$ cat src/fstc_consts.vh
// constants for the filter select and trigger controller
`ifndef FSTC_CONSTS_VH
`define FSTC_CONSTS_VH
// change-timing modes
`define FSTC_MODE_DIRECT 2'h0
`define FSTC_MODE_EDGE 2'h1
`define FSTC_MODE_FRAME 2'h2
`define FSTC_MODE_GATED 2'h3
// key codes: 0..9 digits, then function keys
`define FSTC_KEY_ENTER 4'hA
`define FSTC_KEY_MODE 4'hB
`define FSTC_KEY_LOCAL 4'hC
`define FSTC_KEY_ONLINE 4'hD
`define FSTC_KEY_F1 4'hE
`define FSTC_KEY_F2 4'hF
// function codes reported by the menu
`define FSTC_FN_DARK 4'h2
`define FSTC_FN_SHOW 4'h3
`define FSTC_FN_EDIT 4'h7
`define FSTC_FN_QUEUE 4'h8
// index and dac
`define FSTC_IDX_RESET 4'h0
`define FSTC_IDX_MAX 4'hF
`define FSTC_DAC_STEP_MV 400
// settle time of a path change
`define FSTC_SETTLE_NS 1000
`define FSTC_CLK_NS 4
`endif

$ cat src/fstc_top.v
// filter select and trigger controller: keypad, menu, trigger modes, outputs
//
// Operation
// - index output is 4-bit binary
// - busy line beside index bits
// - dac code equals index times 400 mV
// - four modes, direct at start and deactivate
// - index 0 after startup
// - new index applied immediately
// - keypad index limited to 0..15
// - single digit by leading zero or enter
// - two digits commit after 1 and digit
// - bare enter selects index 0
// - mode then 2, 3, 7 or 8 opens function
// - menu 0 exits, 1 next page
// - last page stays on repeated 1
// - frame mode steps on vertical sync
// - host-loaded index applied on trigger
// - confirm 1 activates, 0 aborts
// - strobe triggers edge advance mode
// - same functions from all three sources; the keypad cannot select direct mode or preload an index
// - start remote if commands wait
// - keys act on release, ignore during move
// - remote ignores keys except local
// - edge mode steps on strobe rise
// - gated mode arms on strobe fall
`default_nettype none
`include "fstc_consts.vh"
module fstc_top #(
  parameter QDEPTH = 16,
  parameter QAW = 4,
  parameter DACW = 13
) (
  // clock and reset
  input wire mclk,
  input wire rst_n,
  // keypad: code held while pressed
  input wire key_down,
  input wire [3:0] key_code,
  // remote command port (serial or parallel, decoded)
  input wire rem_pending,
  input wire rem_sel_valid,
  input wire [3:0] rem_sel_idx,
  input wire rem_mode_valid,
  input wire [1:0] rem_mode,
  input wire rem_fn_valid,
  input wire [3:0] rem_fn,
  input wire rem_load_valid,
  input wire [3:0] rem_load_idx,
  // sequence queue programming
  input wire q_wr_en,
  input wire [QAW-1:0] q_wr_addr,
  input wire [3:0] q_wr_data,
  input wire [QAW-1:0] q_last,
  // trigger inputs
  input wire vsync,
  input wire strobe,
  // outputs
  output reg [3:0] idx_out,
  output reg busy,
  output reg [DACW-1:0] dac_mv,
  output reg [1:0] mode_out,
  output reg remote,
  output reg fn_strobe,
  output reg [3:0] fn_code,
  output reg [3:0] menu_page,
  output reg apply_strobe
);
  // settle count, rounded up
  localparam integer SETTLE_CYC = (`FSTC_SETTLE_NS + `FSTC_CLK_NS - 1) / `FSTC_CLK_NS;
  // menu states: main screen, mode pages, confirm prompt
  localparam [1:0] MS_MAIN = 2'h0;
  localparam [1:0] MS_MENU = 2'h1;
  localparam [1:0] MS_CONF = 2'h2;
  // digit entry: empty, leading zero, one digit, leading one
  localparam [1:0] ES_IDLE = 2'h0;
  localparam [1:0] ES_ZERO = 2'h1;
  localparam [1:0] ES_DIG = 2'h2;
  localparam [1:0] ES_ONE = 2'h3;

  reg [1:0] ms_q;
  reg [1:0] es_q;
  reg [3:0] dig_q;
  reg [1:0] conf_mode_q;
  reg [3:0] key_q;
  reg held_q;
  reg spoiled_q;
  reg started_q;
  reg gate_armed_q;
  reg load_pend_q;
  reg [3:0] load_idx_q;
  reg [9:0] settle_q;
  wire vs_rise;
  wire st_rise;
  wire st_fall;
  wire [3:0] q_head;
  wire key_rel;
  wire key_act;
  reg trig;
  reg sel_en;
  reg [3:0] sel_idx;
  reg [3:0] tgt;
  wire q_restart;
  wire [31:0] dac_full;

  fstc_edge u_vs (
    .mclk(mclk),
    .rst_n(rst_n),
    .sig(vsync),
    .rise(vs_rise),
    .fall()
  );

  fstc_edge u_st (
    .mclk(mclk),
    .rst_n(rst_n),
    .sig(strobe),
    .rise(st_rise),
    .fall(st_fall)
  );

  fstc_queue #(
    .DEPTH(QDEPTH),
    .AW(QAW)
  ) u_q (
    .mclk(mclk),
    .rst_n(rst_n),
    .wr_en(q_wr_en),
    .wr_addr(q_wr_addr),
    .wr_data(q_wr_data),
    .last_addr(q_last),
    .restart(q_restart),
    .step(trig & ~load_pend_q),
    .head(q_head)
  );

  // release of a key that was not both pressed and released during a move
  assign key_rel = held_q & ~key_down;
  assign key_act = key_rel & ~spoiled_q & ~remote;

  // queue restarts whenever a mode is set, remote direct included; an abort keeps its place
  assign q_restart = (rem_mode_valid & remote) | (ms_q == MS_CONF && key_act && key_q == 4'h1);

  // product kept wide, then cut to the dac width; 15 x 400 still fits
  assign dac_full = {28'h0000000, tgt} * `FSTC_DAC_STEP_MV;

  // trigger source depends on the active mode
  always @* begin
    case (mode_out)
      `FSTC_MODE_EDGE: trig = st_rise;
      `FSTC_MODE_FRAME: trig = vs_rise;
      `FSTC_MODE_GATED: trig = vs_rise & gate_armed_q;
      default: trig = 1'b0;
    endcase
  end

  // index selection: keypad entry, remote select, or trigger
  always @* begin
    sel_en = 1'b0;
    sel_idx = 4'h0;
    if (trig) begin
      sel_en = 1'b1;
      sel_idx = load_pend_q ? load_idx_q : q_head;
    end else if (rem_sel_valid && remote) begin
      sel_en = 1'b1;
      sel_idx = rem_sel_idx;
    end else if (key_act && ms_q == MS_MAIN && mode_out == `FSTC_MODE_DIRECT) begin
      if (key_q == `FSTC_KEY_ENTER) begin
        sel_en = 1'b1;
        // a lone 1 then enter is index 1, not a half-typed two-digit entry
        sel_idx = (es_q == ES_DIG || es_q == ES_ONE) ? dig_q : `FSTC_IDX_RESET;
      end else if (key_q <= 4'h9 && es_q == ES_ZERO) begin
        sel_en = 1'b1;
        sel_idx = key_q;
      end else if (key_q <= 4'h5 && es_q == ES_ONE) begin
        sel_en = 1'b1;
        sel_idx = 4'hA + key_q;
      end
    end
  end

  // target of a new selection; applied even when it equals the current index
  always @* begin
    tgt = sel_idx;
  end

  // key capture: remember the code, flag keys pressed mid-move
  // one key at a time: a second key pressed under a held one is not seen
  always @(posedge mclk or negedge rst_n) begin
    if (!rst_n) begin
      key_q <= 4'h0;
      held_q <= 1'b0;
      spoiled_q <= 1'b0;
    end else begin
      held_q <= key_down;
      if (key_down && !held_q) begin
        key_q <= key_code;
        spoiled_q <= busy; // pressed during a move
      end else if (key_down && !busy) begin
        spoiled_q <= 1'b0; // move ended while held: key reads normally
      end
    end
  end

  // remote/local ownership; startup honours waiting commands
  always @(posedge mclk or negedge rst_n) begin
    if (!rst_n) begin
      remote <= 1'b0;
      started_q <= 1'b0;
    end else begin
      started_q <= 1'b1;
      if (!started_q) begin
        remote <= rem_pending;
      end else if (key_rel && key_q == `FSTC_KEY_LOCAL) begin
        // local acts even when its press was spoiled by a move
        remote <= 1'b0;
      end else if (key_act && key_q == `FSTC_KEY_ONLINE) begin
        remote <= 1'b1;
      end
    end
  end

  // digit entry and mode menu machine
  always @(posedge mclk or negedge rst_n) begin
    if (!rst_n) begin
      ms_q <= MS_MAIN;
      es_q <= ES_IDLE;
      dig_q <= 4'h0;
      conf_mode_q <= `FSTC_MODE_DIRECT;
      mode_out <= `FSTC_MODE_DIRECT;
      menu_page <= 4'h0;
      fn_strobe <= 1'b0;
      fn_code <= 4'h0;
    end else begin
      fn_strobe <= 1'b0;
      if (rem_mode_valid && remote) begin
        mode_out <= rem_mode;
      end else if (rem_fn_valid && remote) begin
        fn_strobe <= 1'b1;
        fn_code <= rem_fn;
      end else if (key_act) begin
        case (ms_q)
          MS_MAIN: begin
            if (key_q == `FSTC_KEY_MODE) begin
              ms_q <= MS_MENU;
              menu_page <= 4'h0;
              es_q <= ES_IDLE;
            end else if (key_q == `FSTC_KEY_ENTER) begin
              es_q <= ES_IDLE;
            end else if (key_q <= 4'h9) begin
              case (es_q)
                ES_IDLE: begin
                  es_q <= (key_q == 4'h0) ? ES_ZERO : (key_q == 4'h1) ? ES_ONE : ES_DIG;
                  dig_q <= key_q;
                end
                ES_ONE: begin
                  // 1 followed by 6..9 is out of range and dropped
                  es_q <= ES_IDLE;
                end
                default: es_q <= ES_IDLE;
              endcase
            end
          end
          MS_MENU: begin
            if (key_q == 4'h0) begin
              ms_q <= MS_MAIN;
            end else if (key_q == 4'h1) begin
              if (menu_page != 4'h3) begin
                menu_page <= menu_page + 4'h1;
              end
            end else if (key_q == 4'h4 || key_q == 4'h5 || key_q == 4'h6) begin
              ms_q <= MS_CONF;
              conf_mode_q <= (key_q == 4'h4) ? `FSTC_MODE_FRAME :
                             (key_q == 4'h5) ? `FSTC_MODE_EDGE : `FSTC_MODE_GATED;
            end else if (key_q >= 4'h2 && key_q <= 4'h8) begin
              ms_q <= MS_MAIN;
              fn_strobe <= 1'b1;
              fn_code <= key_q;
            end
          end
          MS_CONF: begin
            if (key_q == 4'h1) begin
              mode_out <= conf_mode_q;
              ms_q <= MS_MAIN;
            end else if (key_q == 4'h0) begin
              // abort leaves mode and queue as they were
              ms_q <= MS_MAIN;
            end
          end
          default: ms_q <= MS_MAIN;
        endcase
      end
    end
  end

  // gated mode arming and host preloaded index
  always @(posedge mclk or negedge rst_n) begin
    if (!rst_n) begin
      gate_armed_q <= 1'b0;
      load_pend_q <= 1'b0;
      load_idx_q <= 4'h0;
    end else begin
      // a fall in the cycle of the firing sync is lost; the host must fall again
      if (mode_out != `FSTC_MODE_GATED || trig) begin
        gate_armed_q <= 1'b0;
      end else if (st_fall) begin
        gate_armed_q <= 1'b1;
      end
      if (rem_load_valid && remote && mode_out != `FSTC_MODE_DIRECT) begin
        load_pend_q <= 1'b1; // set wins over consume
        load_idx_q <= rem_load_idx;
      end else if (trig) begin
        load_pend_q <= 1'b0;
      end
    end
  end

  // index, dac and busy outputs
  always @(posedge mclk or negedge rst_n) begin
    if (!rst_n) begin
      idx_out <= `FSTC_IDX_RESET;
      dac_mv <= {DACW{1'b0}};
      busy <= 1'b0;
      apply_strobe <= 1'b0;
      settle_q <= 10'h000;
    end else begin
      apply_strobe <= sel_en;
      // a new selection restarts the settle window, so busy never gaps
      if (sel_en) begin
        idx_out <= tgt;
        dac_mv <= dac_full[DACW-1:0];
        busy <= 1'b1;
        settle_q <= SETTLE_CYC[9:0];
      end else if (settle_q != 10'h000) begin
        settle_q <= settle_q - 10'h001;
        busy <= (settle_q != 10'h001);
      end
    end
  end
endmodule
`default_nettype wire

$ cat src/fstc_edge.v
// rising and falling edge detector for a synchronous input
`default_nettype none
module fstc_edge (
  // clock and reset
  input wire mclk,
  input wire rst_n,
  // signal in, edge pulses out
  input wire sig,
  output wire rise,
  output wire fall
);
  reg last_q;

  // previous sample; reset low so a high start counts as a rise
  always @(posedge mclk or negedge rst_n) begin
    if (!rst_n) begin
      last_q <= 1'b0;
    end else begin
      last_q <= sig;
    end
  end

  assign rise = sig & ~last_q;
  assign fall = ~sig & last_q;
endmodule
`default_nettype wire

$ cat src/fstc_queue.v
// sequence queue storage with a wrapping read pointer
`default_nettype none
module fstc_queue #(
  parameter DEPTH = 16,
  parameter AW = 4
) (
  // clock and reset
  input wire mclk,
  input wire rst_n,
  // programming side
  input wire wr_en,
  input wire [AW-1:0] wr_addr,
  input wire [3:0] wr_data,
  input wire [AW-1:0] last_addr,
  // step side
  input wire restart,
  input wire step,
  output wire [3:0] head
);
  reg [3:0] mem_q [0:DEPTH-1];
  reg [AW-1:0] rd_q;
  genvar gi;

  // one flip-flop entry per slot
  generate
    for (gi = 0; gi < DEPTH; gi = gi + 1) begin : g_ent
      always @(posedge mclk or negedge rst_n) begin
        if (!rst_n) begin
          mem_q[gi] <= 4'h0;
        end else if (wr_en && wr_addr == gi) begin
          mem_q[gi] <= wr_data;
        end
      end
    end
  endgenerate

  // read pointer wraps after the last programmed entry
  always @(posedge mclk or negedge rst_n) begin
    if (!rst_n) begin
      rd_q <= {AW{1'b0}};
    end else if (restart) begin
      rd_q <= {AW{1'b0}};
    end else if (step) begin
      rd_q <= (rd_q == last_addr) ? {AW{1'b0}} : rd_q + 1'b1;
    end
  end

  assign head = mem_q[rd_q];
endmodule
`default_nettype wire

$ cat config.mk
export PLATFORM = sky130hd
export DESIGN_NAME = fstc_top
export DESIGN_NICKNAME = d
export VERILOG_FILES = /design/src/fstc_top.v /design/src/fstc_edge.v /design/src/fstc_queue.v
export VERILOG_INCLUDE_DIRS = /design/src
export SDC_FILE = /design/constraint.sdc
export NUM_CORES = 1
export LEC_CHECK = 0
export BUFFER_PORTS_ARGS = -buffer_cell sky130_fd_sc_hd__buf_2
export CAP_MARGIN = 20
export CORE_MARGIN = 2
export CORE_UTILIZATION = 41
export CTS_BUF_LIST = sky130_fd_sc_hd__clkbuf_4
export CTS_CLUSTER_DIAMETER = 80
export DETAILED_ROUTE_END_ITERATION = 12
export GPL_ROUTABILITY_DRIVEN = 0
export PLACE_DENSITY = 0.67
export SLEW_MARGIN = 20
export SYNTH_ARGS = -nofsm -noshare
export SYNTH_HDL_FRONTEND = slang
export SYNTH_SLANG_ARGS = --single-unit
export TNS_END_PERCENT = 30
$ cat constraint.sdc
create_clock -name mclk -period 3.7 [get_ports mclk]
set_input_delay 0.925 -clock mclk [delete_from_list [all_inputs] [get_ports mclk]]
set_output_delay 0.925 -clock mclk [all_outputs]
set_load 0.005 [all_outputs]
==> results of run 1 <==
-- layout make-up --
class / count / area share
flip-flops and latches: 127 / 0.423
multi-input cells: 393 / 0.420
repair buffers: 97 / 0.0783
well taps: 216 / 0.0360
clock inverters: 9 / 0.0123
inverters: 15 / 0.00750
clock buffers: 23 / 0.0230
-- flip-flops by register name (all words and copies together), names as in the netlist, 2 cells and up --
| register | flops |
|---|---|
| conf_mode_q | 2 |
| dac_mv | 6 |
| dig_q | 4 |
| es_q | 2 |
| fn_code | 4 |
| idx_out | 4 |
| key_q | 4 |
| load_idx_q | 4 |
| menu_page | 4 |
| mode_out | 2 |
| ms_q | 2 |
| settle_q | 10 |
| u_q.mem_q | 64 |
| u_q.rd_q | 4 |
-- metal layers --
| layer | GRT usage | wire, µm |
|---|---|---|
| met4 | 0.0873 | 337 |
| met5 | 0 | 0 |
| met1 | 0.233 | 6600 |
| met3 | 0.0402 | 647 |
| met2 | 0.295 | 7050 |
-- final timing paths --
path,start,endpoint
setup / recovery,u_q.rd_q[0]$_DFFE_PN0P_,dac_mv[12]$_DFFE_PN0P_
max in group asynchronous,rst_n,u_q.mem_q[0]$_DFFE_PN0P_
hold reg to reg,dac_mv[7]$_DFFE_PN0P_,dac_mv[7]$_DFFE_PN0P_
setup reg to reg,u_q.rd_q[0]$_DFFE_PN0P_,dac_mv[12]$_DFFE_PN0P_
hold / removal,rst_n,ms_q[1]$_DFFE_PN0P_
min in group mclk,vsync,u_vs.last_q$_DFF_PN0_
-- placed cells by master (no fill, tap or decap), types with 4 or more instances in the layout --
cell type / n
nand3_1: 6
clkinv_1: 4
nor3_1: 9
buf_4: 29
nor4_1: 4
nand3b_1: 5
nor2_1: 37
nor2b_1: 13
nand2b_1: 14
xnor2_1: 7
clkbuf_4: 23
nor3b_1: 4
a21oi_1: 20
mux4_2: 15
conb_1: 5
o21ai_0: 18
or3_1: 6
buf_2: 66
mux2_2: 82
a21o_1: 4
inv_1: 14
nand2_1: 52
mux2i_1: 5
xor2_1: 9
ha_1: 14
a22o_1: 5
dfrtp_1: 127
-- kinds of logic after synthesis --
family          Yosys count
xor+xnor                 16
flops                   127
other cells               2
compound gates           82
fa+ha+maj                15
simple gates            173
buf+inv                  50
mux                     102
-- worst register-to-register path, cell delays in order (launching register included) --
cell,delay (ns)
dfrtp_1,0.38
buf_12,0.16
mux4_2,0.51
mux4_2,0.50
nor2b_1,0.16
a211oi_2,0.16
a21oi_1,0.09
buf_4,0.20
ha_1,0.19
ha_1,0.22
fa_2,0.36
buf_4,0.15
a211oi_1,0.17
o311a_1,0.19
a311oi_2,0.05
-- power by group through the flow --
stage	Combinational, mW	Clock, mW	Sequential, mW
2_1_floorplan	0.827	0	1.83
3_3_place_gp	1.12	0	1.90
3_5_place_dp	1.16	0	1.92
4_1_cts	1.16	0.955	1.89
5_1_grt	1.27	1.02	1.93
6_report	1.15	0.923	1.89
-- stage by stage --
| step | util | cell area (µm²) |
|---|---|---|
| detailed placement | 0.460 | 7230 |
| finish | 0.478 | 7510 |
| CTS | 0.478 | 7510 |
| floorplan | - | 6550 |
| global route | 0.478 | 7510 |
| global placement | 0.460 | 7230 |
-- what timing repair did --
item	CTS	global route
hold buffers	0	0
endpoints found under the setup margin	1	1
gates resized for setup	2	1
pin swaps	1	0
==> reports/summary.txt, run 1 <==
Remaining DRCs - 0
Netlist cell types - 66
Register area share after synthesis - 0.486
Worst R2R Path Depth - 14
Clock Tree Root - clkbuf_4
Wire per inst - 16.6 µm
Port buffer count - 67
Switching pwr - 1.22 mW
Post-Synth XOR/XNOR Area - 0.0214
Worst-Margin Slew - 0.873 ns
Tmin final - 3.60 ns
Clock sink count - 127
Top post-synthesis cells by count - dfrtp_1, mux2_2, nand2_1
Clock-pin slew of the registers on the worst-case setup and hold paths - 0.11 ns
Initial antenna violation count - 0
WS Path Type - reg2reg
GRT overflow - 0
Syn. warnings - 0
Crit path cell chain - buf_12, mux4_2, mux4_2, nor2b_1, a211oi_2, a21oi_1, buf_4, ha_1, ha_1, fa_2, buf_4, a211oi_1, o311a_1, a311oi_2
Max-cap viol count - 0
Hold Path Class - in2async
Total power - 3.97 mW
First-pass GRT wire length - 23,700 µm
Top cell type by total area after synthesis - dfrtp_1
TritonCTS clock tree - built
Logic pwr share - 0.290
GRT Resource Usage Total - 0.182
CP top delay family - multiplexers
Die Y - 130 µm
Initial DRC count - 301
Clk Latency, worst-skew pair - 0.55 ns
Fin cells - 880
Maximum fanout along the worst path - 12
Synth-to-Final Area Change - 14.9%
Layout Nets - 707
Post-Synth Adder-Cell Area - 0.0299
Sw Ratio - 0.309
Vias in the first global route - 4,739
Area of the multi-input gates - 3150 µm²
Crit path DAT - 4.03 ns
Clk pwr share - 0.233
Largest stage delay, worst path - 0.51 ns
WP depth - 14
Simple-gate portion of the synthesized area - 0.138
DIE AREA - 17,000 µm²
Flop and latch count out of synthesis - 127
Final hold slack - 0.427 ns
Flop pwr share - 0.478
CTS buffer count - 17
CORE AREA - 15,700 µm²
Post-DP HPWL - 10,700 µm
Critical path capture point type - register
Setup violators final - 0
Internal power - 2.74 mW
Via total after detailed routing - 4,715
Die Wd - 130 µm
DRT antenna net count - 0
Top cell type's share of synthesized area - 0.486
Peak supply drop - 0.300 mV
Final worst path period share - 0.974
Placement Setup Slack - -0.158 ns
Avg Synthesized Cell Area - 11.5 µm²
Vias per cell - 5.36
Post-Synthesis Cells - 567
Storage cell area - 3180 µm²
WL final - 14,600 µm
Synth top area cells - dfrtp_1, mux2_2, mux4_2
Final worst slack - 0.0951 ns
Antenna Diode Count - 0
Most numerous cell in the Yosys netlist - dfrtp_1
Post-synth EDFFs - 0
Worst EP required - 4.13 ns
Static Leakage - 3.40 nW
Final count of hold timing violations - 0
# fillers - 1,429
Startpoint Class - register
Cell Area, Synth - 6540 µm²
Skew final - 0.0176 ns
Setup TNS Final - 0 ns
Largest family of logic cells by synthesized area - multiplexers
Drt pass-1 iters - 4
Synth Flop Type - dfrtp_1
Post-synthesis mux area share - 0.201
CP Buf/Inv Count - 3
R2R Setup Slk - 0.1 ns
Layout cells sized above 1 - 0.360
CTS H-tree lvls - 4
Initial Utilization - 0.416
CTS Buffer Depth - 2
Largest net degree at the start of global routing - 72
CP max stage cell - mux4_2
Fmax achieved - 277 MHz
Io pins - 72
Num rows - 46
Slew headroom - 0.415
Status - complete, no violations
Pwr Density - 528 nW/µm²
RSZ-0062 raised after global routing - yes
Setup bufs post-CTS - 0
Compound-Gate Fraction of Synth Area - 0.0876
Cells after DPL - 848
Post-synth ARST share - 1.00
Pins Over Slew Limit - 0
Note: power is estimated with default switching activity, not from simulation.
==> run 2, diff against run 1 <==
--- a/config.mk
+++ b/config.mk
@@ -6,6 +6,7 @@
 export SDC_FILE = /design/constraint.sdc
 export NUM_CORES = 1
 export LEC_CHECK = 0
+export ABC_AREA = 1
 export BUFFER_PORTS_ARGS = -buffer_cell sky130_fd_sc_hd__buf_2
 export CAP_MARGIN = 20
 export CORE_MARGIN = 2
==> run 2 against run 1 <==
  * Final area shrank 2.2%
  * Worst hold slack lost 0.031 ns
  * Die area grew 0.13%
  * Combinational power grew 10%
  * Sequential power is essentially flat
  * Flip-flop and latch count is the same
  * Synthesized cell count grew 42%
  * First-iteration DRC count grew 24%
  * Critical path depth shrank 2
  * Maximum frequency grew 18%
  * Register-to-register slack gained 0.55 ns
  * Critical path type unchanged
  * Largest power group unchanged
==> reports/summary.txt, run 2 <==
DRT antenna net count - 0 (unchanged)
Reg2reg end - dac_mv[10]$_DFFE_PN0P_
Setup violators final - 0 (unchanged)
First-pass GRT wire length - 25,500 µm (+7.6%)
Synth top area cells - dfrtp_1, nand2_1, o21ai_0
Wire per inst - 13.9 µm (-16%)
Placement Setup Slack - 0.426 ns (+0.584 ns)
WL final - 15,300 µm (+4.5%)
DIE AREA - 17,000 µm² (+0.13%)
Max-cap viol count - 0 (unchanged)
Synth Flop Type - dfrtp_1
Worst EP required - 4.14 ns (about the same)
Critical path capture point type - register
Clock-pin slew of the registers on the worst-case setup and hold paths - 0.12 ns (about the same)
Setup TNS Final - 0 ns (unchanged)
Syn. warnings - 0 (unchanged)
Top cell type by total area after synthesis - dfrtp_1
Top cell type's share of synthesized area - 0.485 (-0.000650)
Cell Area, Synth - 6550 µm² (+0.13%)
R2R Setup Slk - 0.65 ns (+0.55 ns)
Worst R2R Path Depth - 12 (-2)
Register area share after synthesis - 0.485 (-0.000650)
Commonest non-fill, non-tap cells in the layout - nand2_1, dfrtp_1, o21ai_0, inv_1, buf_2
Final instance area - 7340 µm² (-2.2%)
Drt pass-1 iters - 5 (+1)
Layout Nets - 927 (+31%)
Pins Over Slew Limit - 0 (unchanged)
CTS Hold Bufs - 0 (unchanged)
CTS H-tree lvls - 4 (unchanged)
Skew final - 0.0198 ns (+0.00213 ns)
Layout cells sized above 1 - 0.163 (-0.197)
Post-Synthesis Cells - 803 (+42%)
Initial Utilization - 0.415 (-0.000963)
Setup bufs post-CTS - 0 (unchanged)
CTS Buffer Depth - 2 (unchanged)
Num rows - 46 (unchanged)
Flop pwr share - 0.456 (-0.022)
Logic pwr share - 0.305 (+0.015)
WS Path Type - reg2reg
Post-synth ARST share - 1.00 (unchanged)
Final count of hold timing violations - 0 (unchanged)
Largest net degree at the start of global routing - 58 (-19%)
Clk Latency, worst-skew pair - 0.54 ns (about the same)
Vias per cell - 4.95 (-7.6%)
Switching pwr - 1.55 mW (+26%)
Post-DP Area - 7050 µm² (-2.5%)
Reg2reg start - u_q.rd_q[0]$_DFFE_PN0P_
Vias in the first global route - 5,092 (+7.4%)
Total power - 4.18 mW (+5.5%)
Worst-Margin Slew - 0.742 ns (-0.132 ns)
Final worst path period share - 0.824 (-0.150)
Biggest register - u_q.mem_q
CORE AREA - 15,800 µm² (+0.37%)
Avg Synthesized Cell Area - 8.15 µm² (-29%)
Clock Tree Root - clkbuf_4
GRT overflow - 0 (unchanged)
Max reg flops - 64 (unchanged)
Final worst slack - 0.649 ns (+0.554 ns)
Port buffer count - 67 (unchanged)
Netlist cell types - 45 (-32%)
Die Wd - 130 µm (about the same)
Peak supply drop - 0.194 mV (-35%)
CTS buffer count - 17 (unchanged)
Status - complete, no violations
Internal power - 2.63 mW (-3.9%)
Hold Path Class - in2async
Crit path DAT - 3.49 ns (-0.54 ns)
Fmax achieved - 328 MHz (+18%)
Initial DRC count - 373 (+24%)
Most numerous cell in the Yosys netlist - nand2_1
GRT Resource Usage Total - 0.192 (+0.00972)
Clock sink count - 127 (unchanged)
TritonCTS clock tree - built
RSZ-0062 raised after global routing - no
Via total after detailed routing - 5,449 (+16%)
Pwr Density - 569 nW/µm² (+7.8%)
Synth-to-Final Area Change - 12.2%
Slew headroom - 0.502 (+0.0867)
Clk pwr share - 0.240 (+0.007)
Final Util - 0.466 (-0.0123)
Die Y - 130 µm (about the same)
Post-synth EDFFs - 0 (unchanged)
Tmin final - 3.05 ns (-0.554 ns)
Remaining DRCs - 0 (unchanged)
Post-DP HPWL - 10,800 µm (+0.83%)
Most common cell after layout, fill and taps aside - nand2_1
Top post-synthesis cells by count - nand2_1, dfrtp_1, o21ai_0
Static Leakage - 3.67 nW (+7.8%)
Post_cts resized - 0 (-2)
Flop and latch count out of synthesis - 127 (unchanged)
Io pins - 72 (unchanged)
Startpoint Class - register
Maximum fanout along the worst path - 34 (+22)
Initial antenna violation count - 1 (+1)
Top flop regs - u_q.mem_q: 64 flops, settle_q: 10 flops, dac_mv: 6 flops
Sw Ratio - 0.370 (+0.0613)
-- run 2: cell count changes after synthesis, sizes merged, moves of 16 or more --
cell,before,now
nor2,37,59
inv,15,87
o21ai,20,106
mux2,82,4
nand3,6,58
nand2,52,215
clkbuf,21,5
-- run 2: metrics by stage --
stage,cells,hold slack [ns]
after floorplan,806,0.434
final,1101,0.396
after detailed placement,1068,0.454
after global placement,1068,0.453
after global routing,1101,0.417
after CTS,1100,0.404
-- run 2: worst max-delay path by stage --
stage	startpoint	slack, ns	cells after the start	end
after floorplan	key_down	0.79	12	dac_mv[10]$_DFFE_PN0P_
after global routing	u_q.rd_q[0]$_DFFE_PN0P_	0.36	12	dac_mv[10]$_DFFE_PN0P_
after detailed placement	key_down	0.43	13	dac_mv[10]$_DFFE_PN0P_
final	u_q.rd_q[0]$_DFFE_PN0P_	0.65	12	dac_mv[10]$_DFFE_PN0P_
after global placement	key_down	0.53	13	dac_mv[10]$_DFFE_PN0P_
after CTS	u_q.rd_q[0]$_DFFE_PN0P_	0.66	12	dac_mv[10]$_DFFE_PN0P_
-- run 2: cell families after synthesis --
kind of cell	after synthesis	synth area share
and+or+nand+nor	358	0.238
buffers and inverters	118	0.0816
adders and majority gates	15	0.0298
other	2	0.00115
AOI/OAI and AO/OA	169	0.143
muxes	4	0.00688
DFF	127	0.485
xor gates and xnor gates	10	0.0134
-- run 2: power groups by stage --
stage,combinational (mW),sequential [mW],clock [mW]
global placement,1.26,1.93,0
detailed placement,1.29,1.93,0
floorplan,0.970,1.84,0
global route,1.47,1.95,1.09
CTS,1.29,1.90,1.02
finish,1.27,1.90,1.00
-- run 2: final cells by class --
type / instances / area, µm²
timing repair buffer: 74 / 403
clock inverter: 12 / 143
fill: 1639 / 8430
antenna: 1 / 2.50
sequential: 127 / 3180
clock buffer: 20 / 150
tap: 216 / 270
multi-input combinational: 561 / 2850
inverter: 90 / 352
-- run 2: worst max-delay path: stages (launching register included) --
cell,delay [ns]
dfrtp_1,0.61
inv_4,0.23
o21ai_0,0.22
o22ai_1,0.09
o211ai_1,0.21
a21oi_1,0.11
o21ai_1,0.17
inv_1,0.09
ha_1,0.31
ha_1,0.23
fa_1,0.41
xnor2_1,0.16
o21ai_0,0.09
-- run 2: routing by layer --
metal  share of wire  GRT usage  vias up
met2            0.47      0.304       99
met4           0.013     0.0663        0
li1                -          -     2770
met1            0.49      0.270     2560
met5               0          0        -
met3           0.035     0.0322       20
